===== src/hdl/ptc_pkg.sv =====
`default_nettype none
package ptc_pkg;
  // ----------------------------------------------------------------
  // register indexes (byte address is four times the index)
  // ----------------------------------------------------------------
  localparam logic [9:0] TSI_CFG_IDX = 10'h041; // timestamp_indication_config
  localparam logic [9:0] TXCPS_IDX = 10'h042; // tx_clock_phase_shift
  localparam logic [9:0] PBO_IDX = 10'h0AE; // power_back_off_control
  localparam logic [9:0] VRC_IDX = 10'h0D0; // regulator_control
  // ----------------------------------------------------------------
  // timestamp_indication_config fields
  // ----------------------------------------------------------------
  localparam int TSI_TX_LSB = 13;
  localparam int TSI_RX_LSB = 10;
  localparam int TSI_ERR_LSB = 8;
  localparam logic [2:0] TSI_TX_RST = 3'h5;
  localparam logic [2:0] TSI_RX_RST = 3'h5;
  localparam logic [1:0] TSI_ERR_RST = 2'h0;
  localparam logic [7:0] TSI_LOW_RST = 8'h44;
  // tx error source codes
  localparam logic [1:0] ERR_NONE = 2'h0;
  localparam logic [1:0] ERR_ACT = 2'h1;
  localparam logic [1:0] ERR_PWD = 2'h2;
  localparam logic [1:0] ERR_COL = 2'h3;
  // ----------------------------------------------------------------
  // tx_clock_phase_shift fields
  // ----------------------------------------------------------------
  localparam int TXC_EN_BIT = 4;
  localparam logic [3:0] TXC_VAL_RST = 4'h0;
  localparam logic [3:0] TXC_VAL_MAX = 4'hA;
  localparam int TXC_STEP_NS = 4;
  // ----------------------------------------------------------------
  // power_back_off_control and regulator_control fields
  // ----------------------------------------------------------------
  localparam int PBO_LSB = 6;
  localparam logic [2:0] PBO_RST = 3'h0;
  localparam logic [2:0] PBO_MAX = 3'h3;
  localparam logic [15:0] PBO_FIXED = 16'h8020;
  localparam int VRC_PD_BIT = 15;
  localparam logic [10:0] VRC_RSV_RST = 11'h000;
  localparam logic [3:0] VRC_CTL_RST = 4'h0;
  // ----------------------------------------------------------------
  // timing
  // ----------------------------------------------------------------
  localparam int CLK_PERIOD_NS = 5;
  localparam int SFD_STEP_NS = 8;
  // least delay for the largest setting, rounded up to whole cycles
  localparam int SFD_MAX_CYC = (7 * SFD_STEP_NS + CLK_PERIOD_NS - 1) / CLK_PERIOD_NS;
endpackage
`default_nettype wire


===== src/hdl/ptc_pulse_delay.sv =====
`default_nettype none
// delays a one-bit indication by a selectable number of cycles
module ptc_pulse_delay #(
  parameter int MAX_CYC = 12
) (
  input wire logic ref_clk,
  input wire logic reset,
  input wire logic [3:0] delay_cyc,
  input wire logic pulse_in,
  output logic pulse_out
);
  // ----------------------------------------------------------------
  // elaboration check
  // ----------------------------------------------------------------
  if (MAX_CYC < 1 || MAX_CYC > 15) begin : g_bad_depth
    $error("ptc_pulse_delay: MAX_CYC out of range");
  end

  logic [MAX_CYC:0] tap_ff; // tap 0 is the input one cycle late
  logic [MAX_CYC:0] nxt_tap;
  logic out_ff;
  logic nxt_out;

  // ----------------------------------------------------------------
  // shift chain and tap selection
  // ----------------------------------------------------------------
  always_comb begin
    nxt_tap = {tap_ff[MAX_CYC-1:0], pulse_in};
    nxt_out = tap_ff[0];
    // settings beyond the chain clamp to its end
    if (int'(delay_cyc) >= MAX_CYC) begin
      nxt_out = tap_ff[MAX_CYC];
    end else begin
      nxt_out = tap_ff[delay_cyc];
    end
  end

  always_ff @(posedge ref_clk or posedge reset) begin
    if (reset) begin
      tap_ff <= '0;
      out_ff <= 1'b0;
    end else begin
      tap_ff <= nxt_tap;
      out_ff <= nxt_out;
    end
  end

  assign pulse_out = out_ff;
endmodule
`default_nettype wire


===== src/hdl/ptc_regs.sv =====
// Design decision made here: the APB interface to the registers.
`default_nettype none
// Contract
// tx timestamp delay, 3 bits, 8ns, reset 101
// rx timestamp delay, 3 bits, 8ns, reset 101
// two-bit tx error source pin selector
// tx clock phase 0..10 in 4ns units
// phase above ten stored modulo ten
// shift equals four ns times difference
// self-clearing enable triggers shift; zero no change
// back-off level: normal, levels one to three
// self-clearing bit powers regulator down
// host writes reserved regulator bits as zero
// host reads before writing regulator control
// phase register upper bits read zero
// delayed indications go to selected pins
module ptc_regs #(
  parameter int SFD_MAX_CYC = ptc_pkg::SFD_MAX_CYC
) (
  input wire logic ref_clk,
  input wire logic reset,
  // apb slave
  input wire logic psel,
  input wire logic penable,
  input wire logic pwrite,
  input wire logic [11:0] paddr,
  input wire logic [31:0] pwdata,
  output logic [31:0] prdata,
  output logic pready,
  output logic pslverr,
  // timestamp indications from the datapath
  input wire logic tx_sfd_in,
  input wire logic rx_sfd_in,
  input wire logic [2:0] tx_pin_sel,
  input wire logic [2:0] rx_pin_sel,
  output logic [5:0] sfd_pin_out,
  // candidate tx error pins
  input wire logic activity_led_pin,
  input wire logic power_down_pin,
  input wire logic collision_pin,
  output logic tx_err,
  // tx clock phase control
  output logic [3:0] tx_clk_phase,
  output logic signed [6:0] tx_clk_shift_ns,
  output logic tx_clk_shift_stb,
  // power back-off and regulator
  output logic [2:0] power_back_off_level,
  output logic regulator_power_down,
  output logic regulator_output_pin_en,
  output logic [3:0] regulator_ctrl
);
  // ----------------------------------------------------------------
  // elaboration check
  // ----------------------------------------------------------------
  if (SFD_MAX_CYC < ptc_pkg::SFD_MAX_CYC || SFD_MAX_CYC > 15) begin : g_bad_cyc
    $error("ptc_regs: SFD_MAX_CYC cannot hold the longest delay");
  end
  // ----------------------------------------------------------------
  // apb access
  // ----------------------------------------------------------------
  logic pready_ff, nxt_pready; // one wait state, then answer
  logic pslverr_ff, nxt_pslverr;
  logic [31:0] prdata_ff, nxt_prdata;
  logic wr_go; // write takes effect this edge
  logic hit_tsi, hit_txc, hit_pbo, hit_vrc, hit_any;
  logic [9:0] idx;
  // address decode
  always_comb begin
    idx = paddr[11:2];
    hit_tsi = 1'b0;
    hit_txc = 1'b0;
    hit_pbo = 1'b0;
    hit_vrc = 1'b0;
    // unaligned addresses match nothing
    if (paddr[1:0] != 2'h0) begin
      hit_tsi = 1'b0;
    end else if (idx == ptc_pkg::TSI_CFG_IDX) begin
      hit_tsi = 1'b1;
    end else if (idx == ptc_pkg::TXCPS_IDX) begin
      hit_txc = 1'b1;
    end else if (idx == ptc_pkg::PBO_IDX) begin
      hit_pbo = 1'b1;
    end else if (idx == ptc_pkg::VRC_IDX) begin
      hit_vrc = 1'b1;
    end
    hit_any = hit_tsi | hit_txc | hit_pbo | hit_vrc;
  end
  assign wr_go = psel & penable & pready_ff & pwrite & hit_any;
  // ----------------------------------------------------------------
  // register state
  // ----------------------------------------------------------------
  logic [2:0] tx_dly_ff, nxt_tx_dly;
  logic [2:0] rx_dly_ff, nxt_rx_dly;
  logic [1:0] err_sel_ff, nxt_err_sel;
  logic [7:0] tsi_low_ff, nxt_tsi_low; // reserved but writable
  logic [3:0] phase_val_ff, nxt_phase_val; // stored phase
  logic phase_en_ff, nxt_phase_en; // self-clearing trigger
  logic [2:0] pbo_ff, nxt_pbo;
  logic vr_pd_bit_ff, nxt_vr_pd_bit; // self-clearing bit
  logic [10:0] vr_rsv_ff, nxt_vr_rsv;
  logic [3:0] vr_ctl_ff, nxt_vr_ctl;
  logic [3:0] wr_phase; // written value after wrap
  logic [15:0] rd_word;
  // next values of the software-visible fields
  always_comb begin
    nxt_tx_dly = tx_dly_ff;
    nxt_rx_dly = rx_dly_ff;
    nxt_err_sel = err_sel_ff;
    nxt_tsi_low = tsi_low_ff;
    nxt_phase_val = phase_val_ff;
    nxt_phase_en = 1'b0;
    nxt_pbo = pbo_ff;
    nxt_vr_pd_bit = 1'b0;
    nxt_vr_rsv = vr_rsv_ff;
    nxt_vr_ctl = vr_ctl_ff;
    // values above ten wrap modulo ten
    if (pwdata[3:0] > ptc_pkg::TXC_VAL_MAX) begin
      wr_phase = 4'(pwdata[3:0] - ptc_pkg::TXC_VAL_MAX);
    end else begin
      wr_phase = pwdata[3:0];
    end
    if (wr_go && hit_tsi) begin
      nxt_tx_dly = pwdata[ptc_pkg::TSI_TX_LSB +: 3];
      nxt_rx_dly = pwdata[ptc_pkg::TSI_RX_LSB +: 3];
      nxt_err_sel = pwdata[ptc_pkg::TSI_ERR_LSB +: 2];
      nxt_tsi_low = pwdata[7:0];
    end else if (wr_go && hit_txc) begin
      // upper bits are simply dropped
      nxt_phase_val = wr_phase;
      nxt_phase_en = pwdata[ptc_pkg::TXC_EN_BIT];
    end else if (wr_go && hit_pbo) begin
      nxt_pbo = pwdata[ptc_pkg::PBO_LSB +: 3];
    end else if (wr_go && hit_vrc) begin
      nxt_vr_pd_bit = pwdata[ptc_pkg::VRC_PD_BIT];
      nxt_vr_rsv = pwdata[14:4];
      nxt_vr_ctl = pwdata[3:0];
    end
  end
  always_ff @(posedge ref_clk or posedge reset) begin
    if (reset) begin
      tx_dly_ff <= ptc_pkg::TSI_TX_RST;
      rx_dly_ff <= ptc_pkg::TSI_RX_RST;
      err_sel_ff <= ptc_pkg::TSI_ERR_RST;
      tsi_low_ff <= ptc_pkg::TSI_LOW_RST;
      phase_val_ff <= ptc_pkg::TXC_VAL_RST;
      phase_en_ff <= 1'b0;
      pbo_ff <= ptc_pkg::PBO_RST;
      vr_pd_bit_ff <= 1'b0;
      vr_rsv_ff <= ptc_pkg::VRC_RSV_RST;
      vr_ctl_ff <= ptc_pkg::VRC_CTL_RST;
    end else begin
      tx_dly_ff <= nxt_tx_dly;
      rx_dly_ff <= nxt_rx_dly;
      err_sel_ff <= nxt_err_sel;
      tsi_low_ff <= nxt_tsi_low;
      phase_val_ff <= nxt_phase_val;
      phase_en_ff <= nxt_phase_en;
      pbo_ff <= nxt_pbo;
      vr_pd_bit_ff <= nxt_vr_pd_bit;
      vr_rsv_ff <= nxt_vr_rsv;
      vr_ctl_ff <= nxt_vr_ctl;
    end
  end
  // read mux and bus answer
  always_comb begin
    rd_word = 16'h0000;
    if (hit_tsi) begin
      rd_word = {tx_dly_ff, rx_dly_ff, err_sel_ff, tsi_low_ff};
    end else if (hit_txc) begin
      // upper bits always zero
      rd_word = {11'h000, phase_en_ff, phase_val_ff};
    end else if (hit_pbo) begin
      rd_word = ptc_pkg::PBO_FIXED | {7'h00, pbo_ff, 6'h00};
    end else if (hit_vrc) begin
      rd_word = {vr_pd_bit_ff, vr_rsv_ff, vr_ctl_ff};
    end
    nxt_pready = psel & penable & ~pready_ff;
    nxt_pslverr = psel & penable & ~pready_ff & ~hit_any;
    nxt_prdata = 32'h0000_0000;
    // data only on a mapped read
    if (psel && penable && !pready_ff && !pwrite && hit_any) begin
      nxt_prdata = {16'h0000, rd_word};
    end
  end
  always_ff @(posedge ref_clk or posedge reset) begin
    if (reset) begin
      pready_ff <= 1'b0;
      pslverr_ff <= 1'b0;
      prdata_ff <= 32'h0000_0000;
    end else begin
      pready_ff <= nxt_pready;
      pslverr_ff <= nxt_pslverr;
      prdata_ff <= nxt_prdata;
    end
  end

  // ----------------------------------------------------------------
  // tx clock phase tracking
  // ----------------------------------------------------------------
  logic [3:0] phase_app_ff, nxt_phase_app; // phase now in force
  logic signed [6:0] shift_ns_ff, nxt_shift_ns;
  logic shift_stb_ff, nxt_shift_stb;
  // the trigger acts the cycle after the write lands
  always_comb begin
    nxt_phase_app = phase_app_ff;
    nxt_shift_ns = shift_ns_ff;
    nxt_shift_stb = 1'b0;
    if (phase_en_ff && phase_val_ff != phase_app_ff) begin
      nxt_phase_app = phase_val_ff;
      nxt_shift_ns = 7'(ptc_pkg::TXC_STEP_NS * (int'(phase_val_ff) - int'(phase_app_ff)));
      nxt_shift_stb = 1'b1;
    end
  end
  always_ff @(posedge ref_clk or posedge reset) begin
    if (reset) begin
      phase_app_ff <= ptc_pkg::TXC_VAL_RST;
      shift_ns_ff <= 7'sh00;
      shift_stb_ff <= 1'b0;
    end else begin
      phase_app_ff <= nxt_phase_app;
      shift_ns_ff <= nxt_shift_ns;
      shift_stb_ff <= nxt_shift_stb;
    end
  end
  // ----------------------------------------------------------------
  // tx error pin selection
  // ----------------------------------------------------------------
  logic [2:0] pin_s1_ff, pin_s2_ff, pin_s3_ff; // synchroniser stages
  logic [2:0] pin_ok_ff, nxt_pin_ok; // accepted levels
  logic err_ff, nxt_err;
  // accept a change once stages two and three agree
  always_comb begin
    nxt_pin_ok = pin_ok_ff;
    for (int i = 0; i < 3; i++) begin
      if (pin_s2_ff[i] == pin_s3_ff[i]) begin
        nxt_pin_ok[i] = pin_s3_ff[i];
      end
    end
    case (err_sel_ff)
      ptc_pkg::ERR_ACT: nxt_err = pin_ok_ff[0];
      ptc_pkg::ERR_PWD: nxt_err = pin_ok_ff[1];
      ptc_pkg::ERR_COL: nxt_err = pin_ok_ff[2];
      default: nxt_err = 1'b0;
    endcase
  end
  always_ff @(posedge ref_clk or posedge reset) begin
    if (reset) begin
      pin_s1_ff <= 3'h0;
      pin_s2_ff <= 3'h0;
      pin_s3_ff <= 3'h0;
      pin_ok_ff <= 3'h0;
      err_ff <= 1'b0;
    end else begin
      pin_s1_ff <= {collision_pin, power_down_pin, activity_led_pin};
      pin_s2_ff <= pin_s1_ff;
      pin_s3_ff <= pin_s2_ff;
      pin_ok_ff <= nxt_pin_ok;
      err_ff <= nxt_err;
    end
  end

  // ----------------------------------------------------------------
  // delayed timestamp indications
  // ----------------------------------------------------------------
  logic [3:0] tx_cyc, rx_cyc;
  logic tx_dly_pulse, rx_dly_pulse;
  // steps of 8 ns rounded up to whole cycles
  always_comb begin
    tx_cyc = 4'((int'(tx_dly_ff) * ptc_pkg::SFD_STEP_NS + ptc_pkg::CLK_PERIOD_NS - 1)
                / ptc_pkg::CLK_PERIOD_NS);
    rx_cyc = 4'((int'(rx_dly_ff) * ptc_pkg::SFD_STEP_NS + ptc_pkg::CLK_PERIOD_NS - 1)
                / ptc_pkg::CLK_PERIOD_NS);
  end
  // one delay chain per direction, both of the same depth
  ptc_pulse_delay #(.MAX_CYC(SFD_MAX_CYC)) u_tx_delay (
    .ref_clk(ref_clk), .reset(reset), .delay_cyc(tx_cyc), .pulse_in(tx_sfd_in), .pulse_out(tx_dly_pulse)
  );
  ptc_pulse_delay #(.MAX_CYC(SFD_MAX_CYC)) u_rx_delay (
    .ref_clk(ref_clk), .reset(reset), .delay_cyc(rx_cyc), .pulse_in(rx_sfd_in), .pulse_out(rx_dly_pulse)
  );
  logic [5:0] sfd_pin_ff, nxt_sfd_pin;
  // pin code n drives pin n-1; code zero drives none
  always_comb begin
    for (int i = 0; i < 6; i++) begin
      nxt_sfd_pin[i] = (tx_dly_pulse && tx_pin_sel == 3'(i + 1))
                     | (rx_dly_pulse && rx_pin_sel == 3'(i + 1));
    end
  end
  always_ff @(posedge ref_clk or posedge reset) begin
    if (reset) begin
      sfd_pin_ff <= 6'h00;
    end else begin
      sfd_pin_ff <= nxt_sfd_pin;
    end
  end

  // ----------------------------------------------------------------
  // back-off level and regulator control
  // ----------------------------------------------------------------
  logic [2:0] pbo_out_ff, nxt_pbo_out;
  logic vr_down_ff, nxt_vr_down; // stays down until reset
  logic pin_en_ff, nxt_pin_en; // regulator output driven while powered
  logic [3:0] vr_ctl_out_ff;
  // reserved back-off codes fall back to normal drive
  always_comb begin
    nxt_pbo_out = (pbo_ff > ptc_pkg::PBO_MAX) ? ptc_pkg::PBO_RST : pbo_ff;
    nxt_vr_down = vr_down_ff | vr_pd_bit_ff;
    nxt_pin_en = ~nxt_vr_down;
  end
  always_ff @(posedge ref_clk or posedge reset) begin
    if (reset) begin
      pbo_out_ff <= ptc_pkg::PBO_RST;
      vr_down_ff <= 1'b0;
      pin_en_ff <= 1'b1;
      vr_ctl_out_ff <= ptc_pkg::VRC_CTL_RST;
    end else begin
      pbo_out_ff <= nxt_pbo_out;
      vr_down_ff <= nxt_vr_down;
      pin_en_ff <= nxt_pin_en;
      vr_ctl_out_ff <= vr_ctl_ff;
    end
  end

  // ----------------------------------------------------------------
  // outputs
  // ----------------------------------------------------------------
  assign prdata = prdata_ff;
  assign pready = pready_ff;
  assign pslverr = pslverr_ff;
  assign sfd_pin_out = sfd_pin_ff;
  assign tx_err = err_ff;
  assign tx_clk_phase = phase_app_ff;
  assign tx_clk_shift_ns = shift_ns_ff;
  assign tx_clk_shift_stb = shift_stb_ff;
  assign power_back_off_level = pbo_out_ff;
  assign regulator_power_down = vr_down_ff;
  assign regulator_output_pin_en = pin_en_ff;
  assign regulator_ctrl = vr_ctl_out_ff;
endmodule
`default_nettype wire


===== config.mk =====
export PLATFORM = sky130hd
export DESIGN_NAME = ptc_regs
export DESIGN_NICKNAME = d
export VERILOG_FILES = /design/src/hdl/ptc_pkg.sv /design/src/hdl/ptc_pulse_delay.sv /design/src/hdl/ptc_regs.sv
export SDC_FILE = /design/constraint.sdc
export NUM_CORES = 1
export LEC_CHECK = 0
export ABC_AREA = 1
export BUFFER_PORTS_ARGS = -buffer_cell sky130_fd_sc_hd__buf_4
export CAP_MARGIN = 25
export CORE_UTILIZATION = 58
export DETAILED_ROUTE_END_ITERATION = 12
export GPL_TIMING_DRIVEN = 0
export PLACE_DENSITY = 0.94
export SYNTH_ARGS = -nofsm -noshare
export SYNTH_HDL_FRONTEND = slang
export SYNTH_SLANG_ARGS = --single-unit

===== constraint.sdc =====
create_clock -name ref_clk -period 7.7 [get_ports ref_clk]
set_input_delay 1.54 -clock ref_clk [delete_from_list [all_inputs] [get_ports ref_clk]]
set_output_delay 1.54 -clock ref_clk [all_outputs]
set_load 0.02 [all_outputs]

==> metrics.yaml <==
finish:
  n_fill_cell: 559
  design_area_um2: 7040
  fin_nets: 776
  area_growth_pct: 27.4
  final_common_cell: "dfrtp_1"
  mostFrequentLayoutCells: "dfrtp_1 (117), nand2_1 (108), buf_4 (107)"
  antennaDiodeCount: 0
  drive_above_1_share: 0.252
logic_synthesis:
  synth_ff_type: "dfrtp_1"
  yosysWarnings: 0
  syn_area_per_cell_um2: 9.58
  ys_ff_latch: 124
  yosysTopAreaCellShare: 0.530
  netlist_area_um2: 5530
  ys_types: 44
  async_flop_share: 1.00
  synth.area.top_cells: "dfrtp_1 (53%), nand2_1 (7.3%), inv_1 (5.3%)"
  ys_seq_area_frac: 0.563
  syn_inst: 577
  synth_edf_count: 0
  yosysTopAreaCell: "dfrtp_1"
setup_path:
  r2r-start: "rx_dly_ff[0]"
  cp.arrival_ps: 3680
  startpoint_type: "flop"
  r2r_end: "u_rx_delay.pulse_out"
  critPathRequiredTime_ps: 8120
  path_max_fanout: 5
  path_class: "reg -> reg"
  end_kind: "flop"
  reg2reg_slack_ps: 4440
  rr_worst_depth: 18
clock_network:
  cts_setup_buffers: 0
  cts_buffers: 17
  clk_pin_slew_ps: 60
  cts_tree: "done"
  holdBufCountCts: 0
  clk_latency_ps: 530
  clk_path_buf_depth: 2
  cts_htree_levels: 4
  cts-root-buf: "clkbuf_8"
  cts_sinks: 124
  cts_resized: 0
floorplan:
  num_rows: 35
  ios: 122
  die_w_um: 99.6
  dieArea_um2: 9930
  fp.dieH_um: 99.6
  core_area_um2: 9240
  start_util: 0.598
power_and_ir_drop:
  power_density_nw_per_um2: 223
  power_frac_clock: 0.520
  p_sw_uw: 327
  p_leak_uw: 0.00366
  seqPwrFrac: 0.428
  swShare: 0.208
  ir_drop_uv: 177
  combPwrFrac: 0.051
  p_int_uw: 1250
hold_path:
  min_from: "pin_s1_ff[2]"
  hold_depth: 0
  whs_endpoint: "pin_s2_ff[2]"
  holdCritPathClass: "reg -> reg"
detailed_routing:
  drc: 0
  wirelength_mm: 13.3
  firstDrtPassIters: 5
  drt_iter0_markers: 321
  wire_per_inst_um: 15.9
  route.antenna.remaining_nets: 0
  viasPerCell: 5.47
  num_vias: 4602
placement:
  place.gp.congestion: 0.850
  hpwl_mm: 8.48
  dpl_cell_area_um2: 6440
  port_buffers: 87
timing:
  whs_ps: 347
  period_share: 0.423
  fin_skew_ps: 9.02
  relSlewSlack: 0.533
  worstMarginPinSlew_ps: 701
  setup_tns_ps: 0
  fmax_mhz: 307
  rsz0062_at_grt: "no"
  finalCriticalPeriod_ps: 3260
  hold_viol_final: 0
  maxSlewViolCount: 0
  finalSetupViolations: 0
grt:
  grt_max_degree: 68
  grt_pass1_vias: 4740
  grt_pass1_wl_mm: 22.3
  grt_usage: 0.295
  grt_overflow_total: 0
  antenna_found_initial: 0
flow_run:
  maxCapViolations: 0
status:
  status: "finished, final reports clean"
[cells in the mapped netlist, types with 2 or more instances]
master / count
a211oi_1: 2
a21oi_1: 20
a31oi_1: 2
buf_2: 2
buf_4: 20
buf_6: 2
clkbuf_1: 3
dfrtp_1: 117
dfstp_2: 7
ha_1: 13
inv_1: 78
maj3_1: 3
mux2_4: 8
nand2_1: 108
nand2_2: 10
nand3_1: 35
nand3b_1: 3
nand4_1: 7
nor2_1: 36
nor2_2: 3
nor2_4: 2
nor3_1: 7
o211ai_1: 3
o21a_1: 3
o21ai_0: 57
o21ai_2: 3
o22ai_1: 4
o32ai_1: 2
xor2_1: 2
[per-stage QoR]
| stage | setup slack [ps] | power (uW) | std cells | utilization |
|---|---|---|---|---|
| 2_1_floorplan | 2870 | 728 | 595 | - |
| 3_3_place_gp | 1810 | 759 | 811 | 0.694 |
| 3_5_place_dp | 4190 | 764 | 812 | 0.697 |
| 4_1_cts | 4530 | 1580 | 842 | 0.762 |
| 5_1_grt | 4240 | 1620 | 842 | 0.762 |
| 6_report | 4440 | 1570 | 842 | 0.762 |
[kinds of logic (layout without fill, tap and decap cells)]
family,count (synthesis),after routing,share of synthesized area
xor+xnor,3,3,0.00475
simple gates,216,216,0.178
buf+inv,106,224,0.0887
fa+ha+maj,17,17,0.0385
other cells,1,19,0.000678
mux,10,10,0.0258
compound gates,100,100,0.100
flops,124,124,0.563
[cell type report]
type | count | area [um2] | area share
sequential | 124 | 3110 | 0.442
multi-input combinational | 365 | 1990 | 0.283
timing repair buffer | 88 | 681 | 0.0966
clock buffer | 23 | 467 | 0.0663
inverter | 79 | 299 | 0.0425
buffer | 27 | 194 | 0.0275
tap | 129 | 161 | 0.0229
clock inverter | 7 | 138 | 0.0195
[worst max-delay path by stage]
stage / start / endpoint / slack (ps) / depth (start not counted)
after global routing: tx_dly_ff[1] / u_tx_delay.pulse_out / 4240 / 16
after floorplan: reset / err_sel_ff[0] / 2870 / 1
final: rx_dly_ff[0] / u_rx_delay.pulse_out / 4440 / 18
after CTS: rx_dly_ff[0] / u_rx_delay.pulse_out / 4530 / 18
after detailed placement: paddr[11] / prdata[14] / 4190 / 9
after global placement: reset / u_tx_delay.tap_ff[0] / 1810 / 2
[power groups by stage]
stage          Sequential [uW]  Combinational, uW  Clock, uW
4_1_cts                    674               81.0        824
3_3_place_gp               684               74.8          0
6_report                   674               80.9        818
5_1_grt                    676               88.9        851
2_1_floorplan              686               41.6          0
3_5_place_dp               685               79.4          0
[registers in the layout, summed over array words and instances, names as in the netlist, 2 cells and up]
register and flops:
prdata 16, u_rx_delay.tap_ff 13, u_tx_delay.tap_ff 13, vr_rsv_ff 11, tsi_low_ff 8, sfd_pin_out 6, tx_clk_shift_ns 5, phase_val_ff 4
regulator_ctrl 4, tx_clk_phase 4, vr_ctl_ff 4, pbo_ff 3, pin_ok_ff 3, pin_s1_ff 3, pin_s2_ff 3, pin_s3_ff 3
power_back_off_level 3, rx_dly_ff 3, tx_dly_ff 3, err_sel_ff 2
[per-layer routing]
layer  up-vias  share of wire  track usage
li1       2095              -            -
met5         -              0            0
met3        58          0.070       0.0766
met1      2216           0.39        0.349
met2       233           0.50        0.490
met4         0          0.038        0.170
[critical path, stage by stage, from the launching register on]
cell     delay (ps)
dfstp_2         590
inv_1           100
ha_1            200
inv_1            60
ha_1            230
nor2_1          110
nor2_1           80
nor2_1          170
inv_1            70
nor2_1          280
ha_1            300
inv_1            50
nand4_1          80
nand2_1         170
nand2_1         170
o21ai_0         250
nand3_1         110
nand3_1          80
nand2_1          50
(Power assumes the default switching activity.)
